`src/core/fpe_regs.vh`:
```
// Register map, field positions and timing constants of the flash page erase-program sequencer
`ifndef FPE_REGS_VH
`define FPE_REGS_VH
`define FPE_ADDR_CMD_STATUS 8'hE4
`define FPE_ADDR_ADDR_LOW 8'hE8
`define FPE_ADDR_ADDR_HIGH 8'hEC
`define FPE_ADDR_WRITE_DATA 8'hF0
`define FPE_ADDR_CTRL 8'hF4
`define FPE_ADDR_PAGE_STAT 8'hF8
`define FPE_CMD_LOAD 8'h00
`define FPE_CMD_ERASE_PROGRAM 8'h68
`define FPE_CMD_CHIP_ERASE 8'h72
`define FPE_BIT_OI 0
`define FPE_BIT_SV 1
`define FPE_BIT_HVE 2
`define FPE_BIT_HVA 3
`define FPE_STATUS_RESET 4'h0
`define FPE_PAGE_BYTES 64
`define FPE_SECTOR_BYTES 1024
`define FPE_CLK_MHZ 200
`define FPE_ERASE_US 2000
`define FPE_PROG_US 2000
`define FPE_ERASE_CYCLES (`FPE_ERASE_US * `FPE_CLK_MHZ)
`define FPE_PROG_CYCLES (`FPE_PROG_US * `FPE_CLK_MHZ)
`endif

```
`src/core/fpe_flash_seq.v`:
```
// Flash page erase-program sequencer with APB register access
// ------------------------------------------------------------
// ------------------------------------------------------------
//
// Decided for this implementation: register access over APB.
`timescale 1ns/1ps
`include "fpe_regs.vh"

module fpe_flash_seq #(
  parameter [31:0] ERASE_CYCLES = `FPE_ERASE_CYCLES,
  parameter [31:0] PROG_CYCLES = `FPE_PROG_CYCLES
) (
  input wire pclk,
  input wire presetn,
  input wire psel,
  input wire penable,
  input wire pwrite,
  input wire [7:0] paddr,
  input wire [31:0] pwdata,
  output reg [31:0] prdata,
  output wire pready,
  output wire pslverr,
  input wire irq_pending,
  input wire brownout,
  input wire bod_enable,
  input wire hv_fault,
  input wire [15:0] sector_secure,
  output wire cpu_stall,
  output reg flash_erase_en,
  output reg flash_prog_en,
  output reg flash_chip_erase,
  output reg [9:0] flash_page,
  output reg [63:0] flash_byte_mask,
  output reg [511:0] flash_prog_data
);

  // ------------------------------------------------------------
  // Design notes
  // ------------------------------------------------------------
  // Register map
  //   0xE4 command on write, status on read
  //   0xE8 low address: [5:0] buffer slot, [7:6] page low bits
  //   0xEC high address: upper page bits
  //   0xF0 data byte into the page buffer
  //   0xF4 sequencer state, read only
  //   0xF8 busy flag and current buffer slot, read only
  //   Other offsets answer with an error and read as zero
  //   Writes to unmapped offsets are dropped
  //
  // Status bits
  //   [0] operation interrupted by a pending interrupt
  //   [1] security violation, no cycle was started
  //   [2] high voltage generator fault during a cycle
  //   [3] high voltage abort: interrupt, brown-out or detector off
  //   Every command write clears them first; a refusal sets its bit
  //   in the same edge, so the refusal always wins
  //
  // Commands
  //   00H clears the buffer and every update flag
  //   68H starts erase then program of the flagged bytes
  //   72H erases the whole array, no program phase
  //   Anything else only clears the status
  //
  // Cycle
  //   The bus answer is held off for the whole cycle, which is how
  //   the processor stall appears on this side of the bus
  //   Erase and program phases each run a fixed count of clocks,
  //   so the cycle length does not depend on how many bytes are set
  //   The mask and target page are latched at start; firmware
  //   writes during the cycle cannot reach the registers anyway
  //   An abort drops both phase enables in the next edge; the
  //   flash array sees a cut cycle and its content is undefined
  //   Interrupt, brown-out and fault inputs are levels, looked at
  //   on every edge of both phases
  //
  // Limitations
  //   A second write to one buffer slot overwrites it silently;
  //   the flag cannot tell firmware that this happened
  //   Bytes of other pages cannot be mixed into one cycle, since
  //   only one page address is latched
  //   After an abort the buffer keeps its bytes, but firmware is
  //   expected to clear and reload it before a retry
  //   Chip erase is refused while any sector is secured, which is
  //   cheaper than a per-sector skip in the erase control
  //   The 32-bit phase counter is wider than the default counts
  //   need; it keeps long phases possible at faster clocks
  //   The page buffer is plain flops, 64 bytes plus flags; a RAM
  //   would need a clear sequence of its own
  //
  // Interface timing
  //   Writes land on the access edge with select and enable high
  //   Reads are a plain mux, valid while a read is selected
  //   With the sequencer idle there are no wait states
  //   A transfer started during a cycle completes after it ends
  //
  // Reset
  //   All registers clear asynchronously; the bus is ready at once
  //   and no phase enable is driven until a start command
  //   A reset during a cycle ends it with no status bit set
  //

  // ------------------------------------------------------------
  // States
  // ------------------------------------------------------------
  localparam ST_IDLE = 2'd0;
  localparam ST_ERASE = 2'd1;
  localparam ST_PROG = 2'd2;

  reg [1:0] state_q;
  reg [31:0] cnt_q;
  reg [3:0] status_q;
  reg [7:0] addr_low_q;
  reg [7:0] addr_high_q;
  reg [7:0] buf_q [0:63];
  reg [63:0] upd_q;
  reg chip_q;

  wire wr = psel & penable & pwrite;
  wire rd_sel = psel & ~pwrite;
  wire wr_cmd = wr & (paddr == `FPE_ADDR_CMD_STATUS);
  wire wr_data = wr & (paddr == `FPE_ADDR_WRITE_DATA);
  wire [7:0] cmd = pwdata[7:0];
  wire busy = (state_q != ST_IDLE);
  wire [9:0] page = {addr_high_q, addr_low_q[7:6]};
  // sector from page
  // Sector of the target page: 16 pages per 1 kB sector
  wire [3:0] sector = page[7:4];
  wire [31:0] cnt_inc = cnt_q + 32'h0000_0001;
  wire mapped = (paddr == `FPE_ADDR_CMD_STATUS) | (paddr == `FPE_ADDR_ADDR_LOW) |
                (paddr == `FPE_ADDR_ADDR_HIGH) | (paddr == `FPE_ADDR_WRITE_DATA) |
                (paddr == `FPE_ADDR_CTRL) | (paddr == `FPE_ADDR_PAGE_STAT);

  // Stalled CPU cannot issue bus cycles; APB answer waits for the cycle end
  assign pready = ~busy;
  assign pslverr = psel & penable & ~mapped;
  assign cpu_stall = busy;

  // ------------------------------------------------------------
  // Page buffer
  // ------------------------------------------------------------
  genvar gi;
  generate
    for (gi = 0; gi < 64; gi = gi + 1) begin : g_buf
      always @(posedge pclk or negedge presetn) begin
        if (!presetn) begin
          buf_q[gi] <= 8'h00;
          upd_q[gi] <= 1'b0;
        end else if (wr_cmd && !busy && cmd == `FPE_CMD_LOAD) begin
          buf_q[gi] <= 8'h00;
          upd_q[gi] <= 1'b0;
        end else if (wr_data && !busy && addr_low_q[5:0] == gi) begin
          buf_q[gi] <= pwdata[7:0];
          upd_q[gi] <= 1'b1;
        end
      end
      always @* begin
        flash_prog_data[gi*8 +: 8] = buf_q[gi];
      end
    end
  endgenerate

  // ------------------------------------------------------------
  // Address registers
  // ------------------------------------------------------------
  always @(posedge pclk or negedge presetn) begin
    if (!presetn) begin
      addr_low_q <= 8'h00;
      addr_high_q <= 8'h00;
    end else if (!busy) begin
      if (wr && paddr == `FPE_ADDR_ADDR_LOW) begin
        addr_low_q <= pwdata[7:0];
      end else if (wr && paddr == `FPE_ADDR_ADDR_HIGH) begin
        addr_high_q <= pwdata[7:0];
      end else if (wr_data) begin
        addr_low_q <= {addr_low_q[7:6], addr_low_q[5:0] + 6'h01};
      end
    end
  end

  // ------------------------------------------------------------
  // Sequencer
  // ------------------------------------------------------------
  always @(posedge pclk or negedge presetn) begin
    if (!presetn) begin
      state_q <= ST_IDLE;
      cnt_q <= 32'h0000_0000;
      status_q <= `FPE_STATUS_RESET;
      chip_q <= 1'b0;
      flash_erase_en <= 1'b0;
      flash_prog_en <= 1'b0;
      flash_chip_erase <= 1'b0;
      flash_page <= 10'h000;
      flash_byte_mask <= 64'h0;
    end else begin
      case (state_q)
        ST_IDLE: begin
          if (wr_cmd) begin
            status_q <= `FPE_STATUS_RESET;
            if (cmd == `FPE_CMD_ERASE_PROGRAM || cmd == `FPE_CMD_CHIP_ERASE) begin
              if (cmd == `FPE_CMD_ERASE_PROGRAM && sector_secure[sector]) begin
                status_q[`FPE_BIT_SV] <= 1'b1;
              end else if (cmd == `FPE_CMD_CHIP_ERASE && (|sector_secure)) begin
                status_q[`FPE_BIT_SV] <= 1'b1;
              end else if (!bod_enable) begin
                status_q[`FPE_BIT_HVA] <= 1'b1;
              end else begin
                state_q <= ST_ERASE;
                cnt_q <= 32'h0000_0000;
                chip_q <= (cmd == `FPE_CMD_CHIP_ERASE);
                flash_page <= page;
                flash_byte_mask <= (cmd == `FPE_CMD_CHIP_ERASE) ? {64{1'b1}} : upd_q;
                flash_chip_erase <= (cmd == `FPE_CMD_CHIP_ERASE);
                flash_erase_en <= 1'b1;
              end
            end
          end
        end
        ST_ERASE, ST_PROG: begin
          if (irq_pending || brownout || hv_fault) begin
            status_q[`FPE_BIT_OI] <= irq_pending;
            status_q[`FPE_BIT_HVA] <= irq_pending | brownout;
            status_q[`FPE_BIT_HVE] <= hv_fault;
            state_q <= ST_IDLE;
            flash_erase_en <= 1'b0;
            flash_prog_en <= 1'b0;
            flash_chip_erase <= 1'b0;
          end else if (cnt_inc >= (state_q == ST_ERASE ? ERASE_CYCLES : PROG_CYCLES)) begin
            cnt_q <= 32'h0000_0000;
            flash_erase_en <= 1'b0;
            flash_chip_erase <= 1'b0;
            if (state_q == ST_ERASE && !chip_q) begin
              state_q <= ST_PROG;
              flash_prog_en <= 1'b1;
            end else begin
              state_q <= ST_IDLE;
              flash_prog_en <= 1'b0;
            end
          end else begin
            cnt_q <= cnt_inc;
          end
        end
        default: begin
          state_q <= ST_IDLE;
        end
      endcase
    end
  end

  // ------------------------------------------------------------
  // Read mux
  // ------------------------------------------------------------
  always @* begin
    prdata = 32'h0000_0000;
    if (rd_sel) begin
      case (paddr)
        `FPE_ADDR_CMD_STATUS: prdata = {28'h0, status_q};
        `FPE_ADDR_ADDR_LOW: prdata = {24'h0, addr_low_q};
        `FPE_ADDR_ADDR_HIGH: prdata = {24'h0, addr_high_q};
        `FPE_ADDR_CTRL: prdata = {30'h0, state_q};
        `FPE_ADDR_PAGE_STAT: prdata = {25'h0, busy, addr_low_q[5:0]};
        default: prdata = 32'h0000_0000;
      endcase
    end
  end

endmodule // fpe_flash_seq

```
`config.mk`:
```
export PLATFORM = sky130hd
export DESIGN_NAME = fpe_flash_seq
export DESIGN_NICKNAME = d
export VERILOG_FILES = /design/src/core/fpe_flash_seq.v
export VERILOG_INCLUDE_DIRS = /design/src /design/src/core
export SDC_FILE = /design/constraint.sdc
export NUM_CORES = 1
export LEC_CHECK = 0
export BUFFER_PORTS_ARGS = -buffer_cell sky130_fd_sc_hd__buf_4
export CORE_AREA = 2 2 271 273
export DETAILED_ROUTE_END_ITERATION = 16
export DIE_AREA = 0 0 273 275
export GPL_ROUTABILITY_DRIVEN = 0
export PLACE_DENSITY_LB_ADDON = 0.3
export RECOVER_POWER = 100
export SYNTH_ARGS = -nofsm -noshare
export SYNTH_HDL_FRONTEND = slang
export SYNTH_SLANG_ARGS = --single-unit
```
`constraint.sdc`:
```
create_clock -name pclk -period 7.57 [get_ports pclk]
set_input_delay 1.1355 -clock pclk [delete_from_list [all_inputs] [get_ports pclk]]
set_output_delay 1.1355 -clock pclk [all_outputs]
set_load 0.02 [all_outputs]
```
Yosys cells after proc, flatten, opt, wreduce, memory -nomap -nowiden --
Cells that the tools add are included. W data, S select, Z words.
Word-level totals: bits in registers 708, output and inout bits 624
Operators by class: add/sub/neg operators 2, eq/ne operators 82, bitwise operators 18, reduce and logical (&&, ||, !) cells 160, magnitude comparators 2, multiplexer cells 310
Operators by type and width (count):
- $mux W8 | 130
- $mux W32 | 7
- $eq A6 B6 Y1 const B | 32
- $mux W1 | 152
- $reduce_bool A2 Y1 | 68
- $eq A6 B5 Y1 const B | 16
- $logic_and A1 B1 Y1 | 72
- $mux W64 | 1
- $pmux W32 S2 | 1
- $eq A6 B4 Y1 const B | 8
- $eq A8 B8 Y1 const B | 6
- $pmux W8 S5 | 1
- $add A32 B1 Y32 const B | 1
- $ge A32 B19 Y1 const B | 1
- $eq A6 B3 Y1 const B | 4
- $mux W2 | 9
- $eq A8 B7 Y1 const B | 2
- $ne A2 B2 Y1 const B | 8
- $reduce_or A16 Y1 | 1
- $reduce_and A7 Y1 | 2
- $eq A6 B2 Y1 const B | 2
- $mux W6 | 2
- $reduce_and A6 Y1 | 2
- $reduce_and A3 Y1 | 3
- 20 further kinds | 43

Longest topological paths before layout --
depth after elaboration 8, gate-level depth with buffers 13

Worst setup path before layout --
No wires, ideal clock.
path kind input port to output port, start in paddr[0], end out prdata[7], setup slack 3588 ps, cell stages on the path 6, arrival 2847 ps, buffers on the path 1, path through nand4b_1 or2_2 clkbuf_1 a31oi_1 nand2_1 nor4_1
Between the ends: word-level cells in the longest chain between the ends 3
Ends and longest elaborated chain:
- start, declared | RTL line fpe_flash_seq.v:18 | input wire [7:0] paddr,
- $eq A8 B8 Y1 | RTL line fpe_flash_seq.v:255 | case (paddr)
- $pmux W8 S5 * | RTL line fpe_flash_seq.v:255
- $mux W8 * | RTL line fpe_flash_seq.v:254 | if (rd_sel) begin
- end, declared | RTL line fpe_flash_seq.v:20 | output reg [31:0] prdata,
Mark *: on every way between the ends. The rest lies on a longest branch, timed or not.

Final worst setup path --
start in paddr[0], end reg buf_q, in the netlist flash_prog_data[187]
Between the ends: word-level cells in the longest chain between the ends 5
Ends and longest elaborated chain:
- $eq A8 B8 Y1
- $and A1 B1 Y1 (on tied branches) | RTL line fpe_flash_seq.v:120, fpe_flash_seq.v:121
- $logic_and A1 B1 Y1 (on tied branches) | RTL line fpe_flash_seq.v:148, fpe_flash_seq.v:151
- $logic_and A1 B1 Y1 (on tied branches)
- $mux W8 or $reduce_bool A2 Y1 (tied branches)
- end signal, assigned by index | RTL line fpe_flash_seq.v:152 | buf_q[gi] <= pwdata[7:0];
- end, declared | RTL line fpe_flash_seq.v:114 | reg [7:0] buf_q [0:63];
Parallel ways exist; a longest one is shown, timed or not. A chain may end at the register's enable or synchronous reset.

==> flow_summary.json <==
{
  "grt_pass1_vias": 24320,
  "worst_pin_slew_ns": 4.028,
  "final_cell_area_um2": 35750,
  "routed_wl_um": 104300,
  "status": "complete, but fails checks",
  "fin_nets": 3796,
  "clock_path_buffers": 3,
  "gr-total-overflow": 0,
  "clock_skew_ns": 0.01968,
  "finalHoldViolCount": 0,
  "core_area_um2": 72340,
  "power_density_nw_per_um2": 225.7,
  "required_ns": 8.07,
  "postCtsHoldBufs": 0,
  "fp.dieW_um": 273,
  "ant_nets": 0,
  "routedWlPerCell_um": 22.01,
  "r2r_start": "state_q[1]$_DFFE_PN0P_",
  "grt_usage": 0.2712,
  "synth_seq_cells": 708,
  "cts_inserted_buffers": 77,
  "cts-root-buf": "clkbuf_16",
  "endpoint": "flash_prog_data[187]$_DFFE_PN0P_",
  "firstDrtPassIters": 5,
  "fp-row-count": 99,
  "dpl_cell_area_um2": 35390,
  "area_growth_pct": 19.63,
  "regToRegEndpoint": "flash_prog_data[166]$_DFFE_PN0P_",
  "cts_tree": "built",
  "fin_crit_sh": 0.7437,
  "first_iter_violations": 2353,
  "max_freq_mhz": 177.6,
  "htreeDepth": 3,
  "setup_viol": 0,
  "async_reset_ff_frac": 1.000,
  "die_area_um2": 75080,
  "crit_type": "input pin to flop",
  "syn_area_per_cell_um2": 9.414,
  "end_kind": "flop",
  "arrival_ns": 6.13,
  "ys_types": 72,
  "boundaryPins": 689,
  "yosysWarnings": 0,
  "cts.sinks": 708,
  "antenna_found_initial": 0,
  "violations": "capacitance limit, slew limit",
  "vias_per_cell": 5.303,
  "port_buffers": 640,
  "leakagePower_uw": 0.01585,
  "drv_cap": 10,
  "clkLatencyLatePin_ns": 0.63,
  "synth_edf_count": 0,
  "ir_drop_uv": 206.8,
  "drc": 0,
  "post_cts_buffers": 0,
  "grt_pass1_wl_um": 155100,
  "start_util": 0.4131,
  "min_path_type": "flop to flop",
  "dp.final_hpwl_um": 68670,
  "worst_setup_path_startpoint": "paddr[0]",
  "n_antenna_cell": 0,
  "reg2reg_slack_ns": 2.11,
  "clk_pin_slew_worst_paths_ns": 0.06,
  "setup_tns_ns": 0,
  "period_needed_ns": 5.630,
  "synth_cells": 3174,
  "dieHeight_um": 275,
  "yosysSeqAreaShare": 0.5929,
  "ys.flop_type": "dfrtp_1",
  "syn_area_um2": 29880,
  "slew_violations": 584,
  "rsz0062_at_grt": "false",
  "timing.slew.headroom": -1.685,
  "crit_fanout": 50,
  "drive_gt1_frac": 0.09921,
  "grt_max_degree": 169,
  "vias": 25130,
  "worst_setup_path_start_kind": "input pin",
  "cts_resized": 0,
  "nFillCells": 7237,
  "rr_worst_depth": 8
}
routing by layer:
metal	share of wire	vias to the layer above	routed length (µm)	track usage
met2	0.48	965	50300	0.4438
met1	0.41	12460	42460	0.3523
met4	0.033	0	3472	0.09592
met5	0	-	0	0
met3	0.077	188	8071	0.06616
li1	-	11520	-	-
placed cells by master, fill, tap and decap left out, types with 8 or more instances in the layout:
| cell | instances |
|---|---|
| nand2_1 | 868 |
| dfrtp_1 | 708 |
| clkbuf_1 | 624 |
| nor2_1 | 452 |
| o21ai_0 | 399 |
| mux2_2 | 154 |
| a21oi_1 | 82 |
| clkbuf_16 | 77 |
| buf_4 | 75 |
| nand3_1 | 30 |
| nor3_1 | 24 |
| conb_1 | 24 |
| nand4_1 | 20 |
| o2111ai_1 | 14 |
| clkbuf_8 | 14 |
| bufinv_16 | 13 |
| nor4_1 | 12 |
| and2_1 | 10 |
| inv_1 | 9 |
| clkinv_2 | 9 |
| and3_1 | 8 |
| nand3b_1 | 8 |
flip-flops by register name, indices dropped and copies added (netlist names):
signal and cells:
flash_prog_data 512, status_q 4, state_q 2, upd_q 64, flash_byte_mask 64, flash_page 10, flash_chip_erase 1, addr_high_q 8
cnt_q 32, flash_erase_en 1, addr_low_q 8, chip_q 1, flash_prog_en 1
synth_stat cells (all sizes together), types with 16 or more instances:
cell type | instances | area (µm²)
nor2 | 455 | 1715
o21ai | 399 | 1997
dfrtp | 708 | 17720
clkbuf | 168 | 630.6
buf | 78 | 465.4
nor3 | 25 | 136.4
nand4 | 21 | 137.6
nand2 | 868 | 3258
nand3 | 30 | 150.1
and2 | 16 | 100.1
a21oi | 82 | 410.4
mux2 | 154 | 1734
stage by stage:
| stage | utilization | hold slack (ns) | power [µW] | instances | worst slack [ns] |
|---|---|---|---|---|---|
| CTS | 0.5267 | 0.4745 | 8149 | 4739 | 3.317 |
| detailed placement | 0.4892 | 0.4618 | 4087 | 4604 | 3.220 |
| global placement | 0.4892 | 0.4558 | 4086 | 4604 | 3.181 |
| floorplan | - | 0.4348 | 3939 | 3197 | 3.588 |
| global route | 0.4942 | 0.4911 | 8304 | 4739 | 1.637 |
| finish | 0.4942 | 0.4681 | 8068 | 4739 | 1.940 |
worst max-delay path, cell delays in order:
cell      delay (ns)
clkbuf_4        0.10
nand4b_1        0.22
or2_2           0.38
nor3_1          0.33
nand2_1         0.18
nor2_1          0.45
clkbuf_1        2.28
nor2_1          0.54
mux2_2          0.46
power breakdown:
| group | internal (µW) | leakage, µW | total [µW] | switching (µW) |
|---|---|---|---|---|
| sequential | 3790 | 0.00988 | 3790 | 3.55 |
| clock | 2460 | 0.00133 | 4060 | 1590 |
| combinational | 33.5 | 0.00464 | 219 | 185 |
| total | 6290 | 0.0159 | 8070 | 1780 |
kinds of logic (layout without fill, tap and decap cells):
group,after synthesis,in the layout,synth area share
xor gates and xnor gates,3,3,0.0008795
adders and majority gates,7,7,0.002931
and+or+nand+nor,1492,1492,0.2035
buffers and inverters,255,838,0.03781
AOI/OAI and AO/OA,543,543,0.09781
muxes,165,165,0.06406
other,1,24,0.0001255
DFF,708,708,0.5929
cell type report:
cell class / instances / area [µm²] / area share
clock buffers: 105 / 2172 / 0.06076
flip-flops and latches: 708 / 17720 / 0.4956
multi-input cells: 2234 / 11100 / 0.3104
repair buffers: 694 / 2985 / 0.08351
inverters: 9 / 33.78 / 0.0009450
well taps: 959 / 1200 / 0.03357
clock inverters: 30 / 541.8 / 0.01516
worst min path at each step:
stage,endpoint,cells past startpoint,startpoint
after detailed placement,status_q[1]$_DFFE_PN0P_,2,status_q[1]$_DFFE_PN0P_
after floorplan,status_q[1]$_DFFE_PN0P_,2,status_q[1]$_DFFE_PN0P_
final,status_q[1]$_DFFE_PN0P_,2,status_q[1]$_DFFE_PN0P_
after global routing,status_q[1]$_DFFE_PN0P_,2,status_q[1]$_DFFE_PN0P_
after global placement,status_q[1]$_DFFE_PN0P_,2,status_q[1]$_DFFE_PN0P_
after CTS,status_q[1]$_DFFE_PN0P_,2,status_q[1]$_DFFE_PN0P_
Power figures use the tool's default switching activity.
